[config.mk]
export PLATFORM = sky130hd
export DESIGN_NAME = pcs_chopper
export DESIGN_NICKNAME = d
export VERILOG_FILES = /design/src/rtl/pcs_pkg.sv /design/src/rtl/pcs_channel.sv /design/src/rtl/pcs_chopper.sv
export SDC_FILE = /design/constraint.sdc
export NUM_CORES = 1
export LEC_CHECK = 0
export BUFFER_PORTS_ARGS = -buffer_cell sky130_fd_sc_hd__buf_2
export CORE_ASPECT_RATIO = 0.7
export CORE_MARGIN = 2
export CORE_UTILIZATION = 40
export CTS_CLUSTER_SIZE = 30
export DETAILED_ROUTE_END_ITERATION = 10
export GPL_TIMING_DRIVEN = 1
export PLACE_DENSITY_LB_ADDON = 0.1
export SLEW_MARGIN = 30
export SYNTH_ARGS = -nofsm -noshare
export SYNTH_HDL_FRONTEND = slang
export SYNTH_SLANG_ARGS = --single-unit
[constraint.sdc]
create_clock -name sys_clk -period 4.3 [get_ports sys_clk]
set_input_delay 0.645 -clock sys_clk [delete_from_list [all_inputs] [get_ports sys_clk]]
set_output_delay 0.645 -clock sys_clk [all_outputs]
set_load 0.02 [all_outputs]
[src/rtl/pcs_pkg.sv]
// Constants, field layouts and carrier and pulse functions for the chopper stage.
package pcs_pkg;

  localparam int ADDR_W = 4;
  localparam int DATA_W = 16;

  localparam logic [ADDR_W-1:0] CTRL_ADDR = 4'h0;
  localparam logic [ADDR_W-1:0] STAT_ADDR = 4'h1;

  localparam int CTRL_W = 11;
  localparam int STAT_W = 5;
  localparam logic [CTRL_W-1:0] CTRL_RESET = 11'h000;

  localparam int PW_W   = 4;
  localparam int FQ_W   = 3;
  localparam int DY_W   = 3;
  localparam int PH_W   = 7;
  localparam int OS_W   = 7;

  localparam int BASE_DIV = 8;
  localparam logic [DY_W-1:0] DUTY_RSVD = 3'h7;

  typedef struct packed {
    logic b;
    logic a;
  } pcs_pair_s;

  typedef struct packed {
    logic [DY_W-1:0] carrier_duty_sel;
    logic [FQ_W-1:0] carrier_divider_sel;
    logic [PW_W-1:0] first_pulse_width;
    logic            chopper_enable;
  } pcs_ctrl_s;

  typedef struct packed {
    logic      carrier;
    pcs_pair_s pulse_active;
    pcs_pair_s chan_out;
  } pcs_stat_s;

  function automatic logic [PH_W-1:0] carrier_period(input logic [FQ_W-1:0] sel);
    carrier_period = PH_W'((int'(sel) + 1) * BASE_DIV);
  endfunction

  function automatic logic [PH_W-1:0] carrier_high(input logic [DY_W-1:0] duty,
                                                   input logic [FQ_W-1:0] sel);
    carrier_high = PH_W'((int'(duty) + 1) * (int'(sel) + 1));
  endfunction

  function automatic logic [OS_W-1:0] pulse_last(input logic [PW_W-1:0] sel);
    pulse_last = OS_W'((int'(sel) + 1) * BASE_DIV - 1);
  endfunction

endpackage
[src/rtl/pcs_channel.sv]
// One chopped channel: first pulse, carrier gating and bypass.
`timescale 1ns/10ps
`default_nettype none

module pcs_channel (
  input  wire logic                      sys_clk,
  input  wire logic                      rst,
  input  wire logic                      chop_en,
  input  wire logic [pcs_pkg::PW_W-1:0]  width_sel,
  input  wire logic                      carrier,
  input  wire logic                      chan_in,
  output logic                           chan_out,
  output logic                           pulse_active
);

  logic                     in_prev;
  logic [pcs_pkg::OS_W-1:0] os_cnt;
  logic [pcs_pkg::OS_W-1:0] next_os_cnt;
  wire                      rise     = chan_in && !in_prev;
  wire                      os_run   = rise || (os_cnt != '0);
  wire                      chop_val = chan_in && (os_run || carrier);
  wire                      next_out = chop_en ? chop_val : chan_in;

  always_comb begin
    next_os_cnt = '0;
    if (chop_en && chan_in) begin
      if (rise) begin
        next_os_cnt = pcs_pkg::pulse_last(width_sel);
      end else if (os_cnt != '0) begin
        next_os_cnt = os_cnt - 1'b1;
      end
    end
  end

  always_ff @(posedge sys_clk) begin
    if (rst) begin
      in_prev      <= 1'b0;
      os_cnt       <= '0;
      chan_out     <= 1'b0;
      pulse_active <= 1'b0;
    end else begin
      in_prev      <= chan_in;
      os_cnt       <= next_os_cnt;
      chan_out     <= next_out;
      pulse_active <= chop_en && os_run;
    end
  end
endmodule

`default_nettype wire

[src/rtl/pcs_chopper.sv]
// Chopper stage top: control register, shared carrier and two channels.
//
// The address-and-strobe port and the register addresses were left to the implementer.
`timescale 1ns/10ps
`default_nettype none

// Functional notes
// - Enable low passes inputs; high chops both.
// - Carrier period is eight clocks times code+1.
// - Carrier high for code+1 eighths; 111 reserved.
// - First pulse lasts eight clocks times code+1.
// - Channel inputs come from the dead-band stage.
module pcs_chopper (
  input  wire logic                        sys_clk,
  input  wire logic                        rst,
  input  wire logic [pcs_pkg::ADDR_W-1:0]  reg_addr,
  input  wire logic [pcs_pkg::DATA_W-1:0]  reg_wdata,
  input  wire logic                        reg_wr,
  input  wire logic                        reg_rd,
  output logic      [pcs_pkg::DATA_W-1:0]  reg_rdata,
  input  wire pcs_pkg::pcs_pair_s          chan_in,
  output pcs_pkg::pcs_pair_s               chan_out
);

  pcs_pkg::pcs_ctrl_s      ctrl;
  logic [pcs_pkg::PH_W-1:0] phase;
  logic [pcs_pkg::PH_W-1:0] next_phase;
  logic                     carrier;
  pcs_pkg::pcs_pair_s       pulse_active;
  logic [pcs_pkg::DATA_W-1:0] next_rdata;

  wire ctrl_sel = (reg_addr == pcs_pkg::CTRL_ADDR);
  wire stat_sel = (reg_addr == pcs_pkg::STAT_ADDR);
  wire ctrl_wr  = reg_wr && ctrl_sel;

  wire [pcs_pkg::PH_W-1:0] period    = pcs_pkg::carrier_period(ctrl.carrier_divider_sel);
  wire [pcs_pkg::PH_W-1:0] high_time = pcs_pkg::carrier_high(ctrl.carrier_duty_sel,
                                                             ctrl.carrier_divider_sel);
  wire                     phase_end = (phase >= period - 1'b1);
  wire                     next_carrier;

  pcs_pkg::pcs_stat_s      stat;

  assign next_phase   = phase_end ? '0 : phase + 1'b1;
  assign next_carrier = (next_phase < high_time);
  assign stat.carrier      = carrier;
  assign stat.pulse_active = pulse_active;
  assign stat.chan_out     = chan_out;

  assign next_rdata = !reg_rd   ? '0 :
                      ctrl_sel  ? pcs_pkg::DATA_W'(ctrl) :
                      stat_sel  ? pcs_pkg::DATA_W'(stat) : '0;

  always_ff @(posedge sys_clk) begin
    if (rst) begin
      ctrl <= pcs_pkg::pcs_ctrl_s'(pcs_pkg::CTRL_RESET);
    end else if (ctrl_wr) begin
      ctrl <= pcs_pkg::pcs_ctrl_s'(reg_wdata[pcs_pkg::CTRL_W-1:0]);
    end
  end

  always_ff @(posedge sys_clk) begin
    if (rst) begin
      reg_rdata <= '0;
    end else begin
      reg_rdata <= next_rdata;
    end
  end

  always_ff @(posedge sys_clk) begin
    if (rst) begin
      phase   <= '0;
      carrier <= 1'b1;
    end else begin
      phase   <= next_phase;
      carrier <= next_carrier;
    end
  end

  // Both channels share one carrier so their chopping stays in phase.
  wire [1:0] in_vec = chan_in;
  wire [1:0] out_vec;
  wire [1:0] act_vec;

  genvar gi;
  generate
    for (gi = 0; gi < 2; gi++) begin : g_chan
      pcs_channel u_chan (
        .sys_clk      (sys_clk),
        .rst          (rst),
        .chop_en      (ctrl.chopper_enable),
        .width_sel    (ctrl.first_pulse_width),
        .carrier      (carrier),
        .chan_in      (in_vec[gi]),
        .chan_out     (out_vec[gi]),
        .pulse_active (act_vec[gi])
      );
    end
  endgenerate

  assign chan_out     = pcs_pkg::pcs_pair_s'(out_vec);
  assign pulse_active = pcs_pkg::pcs_pair_s'(act_vec);
endmodule

`default_nettype wire

# Word-level counts from Yosys, hierarchy flattened
# Index checks and enable logic that the tools add are counted.
# totals
output_inout_bits	18
reg_bits	55
# classes
mul	1
n_bitwise	3
n_addsub	8
reduce_logical	22
eq_ne	1
mux	9
n_lt_le_gt_ge	2
# ops
op	count
$mux W7	5
$sub A7 B1 Y7 const B	3
$reduce_bool A7 Y1	2
$mux W11	1
$logic_and A1 B1 Y1	9
$add A3 B1 Y4 const B	2
$add A7 B1 Y7 const B	1
$ge A7 B7 Y1	1
$lt A7 B7 Y1	1
$mul A4 B4 Y7	1
$sub A7 B2 Y7 const B	1
$reduce_or A2 Y1	3
$mux W5	1
$add A4 B1 Y4 const B	1
$eq A4 B1 Y1 const B	1
$logic_not A4 Y1	1
$logic_or A1 B1 Y1	4
$not A1 Y1	3
$reduce_or A3 Y1	1
$logic_not A1 Y1	2
$mux W1	2

# Longest topological paths before layout
# logic_depth
ltp_word	6
mapped_depth	16
depth_no_buf	16

# Modules after synthesis
# A second synthesis with hierarchy kept.
# unflattened
hier_cells	328
area_unflattened_um2	2926.6
# by_module_without_submodules
module	n_inst	seq_area_each_um2	area_each_um2	cells_per_inst
pcs_chopper	1	600.6	1815.5	196
pcs_channel	2	200.2	555.5	66

# Worst setup path before layout
# No wires, ideal clock.
# synth_timing
path_kind	register to register
start	reg ctrl[5] (netlist name)
end	reg carrier
setup_ns	0.061
stages_incl_launch_ff	17
setup_slack_ns	0.127
arrival_ns	4.112
cell_sequence	dfxtp_1 clkbuf_1 nand3_1 or2_2 fa_1 inv_1 fa_1 fa_1 a21o_1 a21oi_1 xnor2_1 ha_1 o21ai_0 nor2_1 a2111oi_0 o211ai_1 nand2_1
# synth_between
elab_chain_len	5
elab_cells_between_ends	6
cone_classes	add/sub: 2; mul: 1; order compare: 2; mux: 1
# synth_lines
item	line_no	source
start, declared	pcs_chopper.sv:25	pcs_pkg::pcs_ctrl_s ctrl;
start signal, assigned	pcs_chopper.sv:56	ctrl <= pcs_pkg::pcs_ctrl_s'(pcs_pkg::CTRL_RESET);
start signal, assigned	pcs_chopper.sv:58	ctrl <= pcs_pkg::pcs_ctrl_s'(reg_wdata[pcs_pkg::CTRL_W-1:0]);
$add A3 B1 Y4 *	pcs_pkg.sv:42, pcs_pkg.sv:47	
$sub A7 B1 Y7	pcs_chopper.sv:39	wire phase_end = (phase >= period - 1'b1);
$ge A7 B7 Y1	pcs_chopper.sv:39	
$mux W7	pcs_chopper.sv:44	assign next_phase = phase_end ? '0 : phase + 1'b1;
$lt A7 B7 Y1 *	pcs_chopper.sv:45	assign next_carrier = (next_phase < high_time);
end signal, assigned	pcs_chopper.sv:76	carrier <= next_carrier;
end, declared	pcs_chopper.sv:28	logic carrier;
# Every way passes the cells marked *; elsewhere a longest branch is shown, timed or not.
# A chain may end at the register's enable or synchronous reset.

# Final worst setup path
# Ends and elaborated chain as after synthesis.

==> results.txt <==
----------------------------------------------------
[Die]
  Number of top-level pins ... 44
  Area of the core ... a little under 0.007 mm^2
  Number of cell rows ... 25
  Effective utilization at floorplan ... 0.414
  Die extent in y ... 74.0 um
  Die W ... slightly above 100 um
  Total Die Area ... about 0.0077 mm^2

[Route]
  Post-DR wirelength/cell ... approximately 13 um
  Number of remaining DRC errors ... 0
  Drt initial violations ... 97
  Via density per instance ... roughly 4.7
  Remaining antenna violation count ... 0
  Wire length after detailed routing ... 5590 um
  DR pass1 iterations ... 4
  Total vias in the final route ... 2049

[Yosys]
  Largest family of logic cells by synthesized area ... simple AND/OR/NAND/NOR gates
  Register bit count reported by yosys ... 50
  Area fraction in compound gates after synthesis ... 0.0926
  Mapped Avg Cell Area ... 9.05 um^2
  Synthesized instance count ... between 300 and 400
  Adder and majority gate portion of the synthesized area ... 0.149
  Top_reg_cell synth ... dfxtp_1
  Parity-gate share of the synthesized area counting xor and xnor cells ... 0.0689
  Netlist area before placement ... between 0.002 and 0.003 mm^2
  Mux cell area share after synthesis ... 0.0572
  Count of flip-flops with a built-in enable after synthesis ... 0
  Share of the yosys chip area belonging to registers ... 0.358
  Synth warnings ... 0
  Post-synth cell types ... 46
  Share of flip-flops with an asynchronous set or reset after synthesis ... 0
  Area share of and/or/nand/nor cells after synthesis ... 0.222

[Power]
  Total internal power ... ~0.64 mW
  Switching power total ... a little over 0.2 mW
  Combinational share of power ... 0.091
  Worst IR drop on VDD ... roughly 120 uV
  Clock share of power ... 0.338
  Total power consumption of the routed design ... roughly 0.84 mW
  Switching share of power ... 0.244
  Power per Cell Area ... 266 mW/mm^2
  Sequential share of power ... 0.572
  Leakage dissipation ... approximately 1.5 nW

[Timing]
  TNS Setup ... 0 ns
  Final Worst Setup Slack ... about 0.28 ns
  Transition time of the tightest slew-check pin ... about 0.8 ns
  Hold Fails Final Rpt ... 0
  Minimum clock period ... between 4 and 5 ns
  Worst hold margin ... roughly 0.47 ns
  Clk_skew ... between 0.003 and 0.004 ns
  Post-route fraction of the period consumed by the critical path ... 0.935
  Relative slew margins ... 0.461
  Maximum clock frequency ... between 200 and 250 MHz
  Setup violations, final ... 0
  Max-slew violations ... 0

[Global route]
  Pin count of the biggest net entering global routing ... 19
  Number of global-route vias before repair ... ~2.0k
  Total GRT Usage ... 0.161
  Total global routing overflow ... 0
  Global-route wire length before repair ... around 9700 um
  Number of antenna violations at the first check in global routing ... 0

[Finish]
  Most common cell after layout, fill and taps aside ... nor2_1
  Sequential cell area ... roughly 0.0010 mm^2
  Fill cell total of the finished layout ... between 600 and 700
  Layout-stage area growth over the synthesis result ... 13.0%
  Fraction of layout instances using a drive strength above 1 ... 0.176
  Net count of the finished layout ... approximately 400
  Final antenna diode count ... 0
  Post-layout instance count excluding filler cells ... 440
  Most used cells in the layout excluding fill and tap cells ... nor2_1 (54), dfxtp_1 (50), buf_2 (33)
  Area used by multi-input combinational logic ... around 0.0017 mm^2
  Post-route core utilization ... 0.468
  Final design instance area without fill ... around 0.0032 mm^2

[Critical path]
  Startpoint type of the worst setup path ... flop
  Critical path required time ... approximately 4.6 ns
  Element type at the critical path end ... flop
  Data arrival, critical path ... between 4 and 5 ns
  Critical Setup Path Class ... flop to flop
  Critical-path maximum fanout ... 4

[Placement]
  Placement-stage worst setup slack ... around 0.062 ns
  Instance area at placement ... 0.00306 mm^2
  Count of port buffers added during placement ... 33
  RD Place Congestion ... 0.804
  Inst Count DP ... between 400 and 500
  Half-perimeter wire length of the detailed placement result ... around 4400 um

[Clock network]
  Maximum buffer depth of the clock tree ... 2
  Clk sinks ... 50
  Maximum level of the CTS H-tree ... 2
  Quantity of gates resized following cts ... 0
  CTS buffer count ... 5
  CTS clock-pin slew for the worst setup and hold paths ... approximately 0.090 ns
  Clock latency of the later-clocked register in the worst-skew pair ... 0.30 ns
  Clock root cell ... clkbuf_8
  Number of buffers inserted by post-CTS setup repair ... 0
  TritonCTS clock tree ... yes
  Hold buffer count at cts ... 0

[Flow run]
  # Max-Cap Violations ... 0

[Run status]
  Status ... completed

[Worst hold path]
  Worst hold path type ... flop to flop

----------------------------------------------------
[final timing paths]
path,from,end,slack (ns),cells after the start
worst max register to register,ctrl[5],carrier,0.28,16
worst max-delay path,ctrl[5],carrier,0.28,16
worst min register to register,g_chan[0].u_chan.os_cnt[0],g_chan[0].u_chan.os_cnt[0],0.47,1
worst min-delay path,g_chan[0].u_chan.os_cnt[0],g_chan[0].u_chan.os_cnt[0],0.47,1
[worst max-delay path, stage by stage (launching register included)]
cell       delay [ns]
dfxtp_1          0.35
ha_1             0.25
xnor2_1          0.15
nand2b_1         0.17
fa_1             0.50
inv_1            0.05
fa_1             0.52
fa_2             0.42
a21o_1           0.18
a21oi_1          0.16
xnor2_1          0.17
ha_1             0.28
o21ai_0          0.08
nor2_1           0.10
a2111oi_2        0.35
o211ai_1         0.15
nand2_1          0.09
[final cells by class]
type	count	share of cell area
Clock buffer	7	0.0273
Clock inverter	1	0.00158
Inverter	15	0.0178
Multi-Input combinational cell	233	0.531
Sequential cell	50	0.317
Tap cell	94	0.0372
Timing Repair Buffer	40	0.0689
[registers in the layout, summed over array words and instances, names as in the netlist]
name and cells:
g_chan.u_chan.in_prev 2, g_chan.u_chan.chan_out 2, reg_rdata 11, phase 7
g_chan.u_chan.pulse_active 2, ctrl 11, g_chan.u_chan.os_cnt 14, carrier 1
[Yosys cell counts (3+ instances only)]
library cell  count  area [um^2]
nor2b_1           6         37.5
dfxtp_1          50         1000
a21oi_1          13         65.1
nand2_1          12         45.0
and2_1            6         37.5
buf_2             3         15.0
ha_1             27          338
nor2_1           54          203
xor2_1           12          105
fa_1              4         80.1
clkbuf_1          5         18.8
nand3_1           9         45.0
o21ai_0           7         35.0
a211oi_1          3         22.5
nand3b_1          3         22.5
xnor2_1          10         87.6
nand2b_1          9         56.3
mux2i_1          16          160
buf_4             7         52.6
nor3_1            7         35.0
o211ai_1          3         22.5
inv_1            15         56.3
[logic make-up (layout without fill, tap and decap cells)]
kind of cell / after synthesis / after routing
and+or+nand+nor: 120 / 120
DFF: 50 / 50
AOI/OAI and AO/OA: 39 / 39
adders and majority gates: 31 / 31
buffers and inverters: 30 / 63
xor gates and xnor gates: 22 / 22
muxes: 16 / 16
other: 1 / 5
[metal layers]
metal,wire (um),global-route usage,vias to the layer above
met5,0,0,-
met4,44,0.0360,0
met3,227,0.0386,4
met2,1990,0.214,38
met1,3320,0.257,898
li1,-,-,1109
[power groups by stage]
stage | registers (mW) | clock network (mW) | logic, mW
floorplan | 0.489 | 0 | 0.0560
global placement | 0.492 | 0 | 0.0708
detailed placement | 0.492 | 0 | 0.0720
CTS | 0.481 | 0.296 | 0.0724
global route | 0.483 | 0.314 | 0.0868
finish | 0.481 | 0.284 | 0.0762
Power figures use the tool's default switching activity.
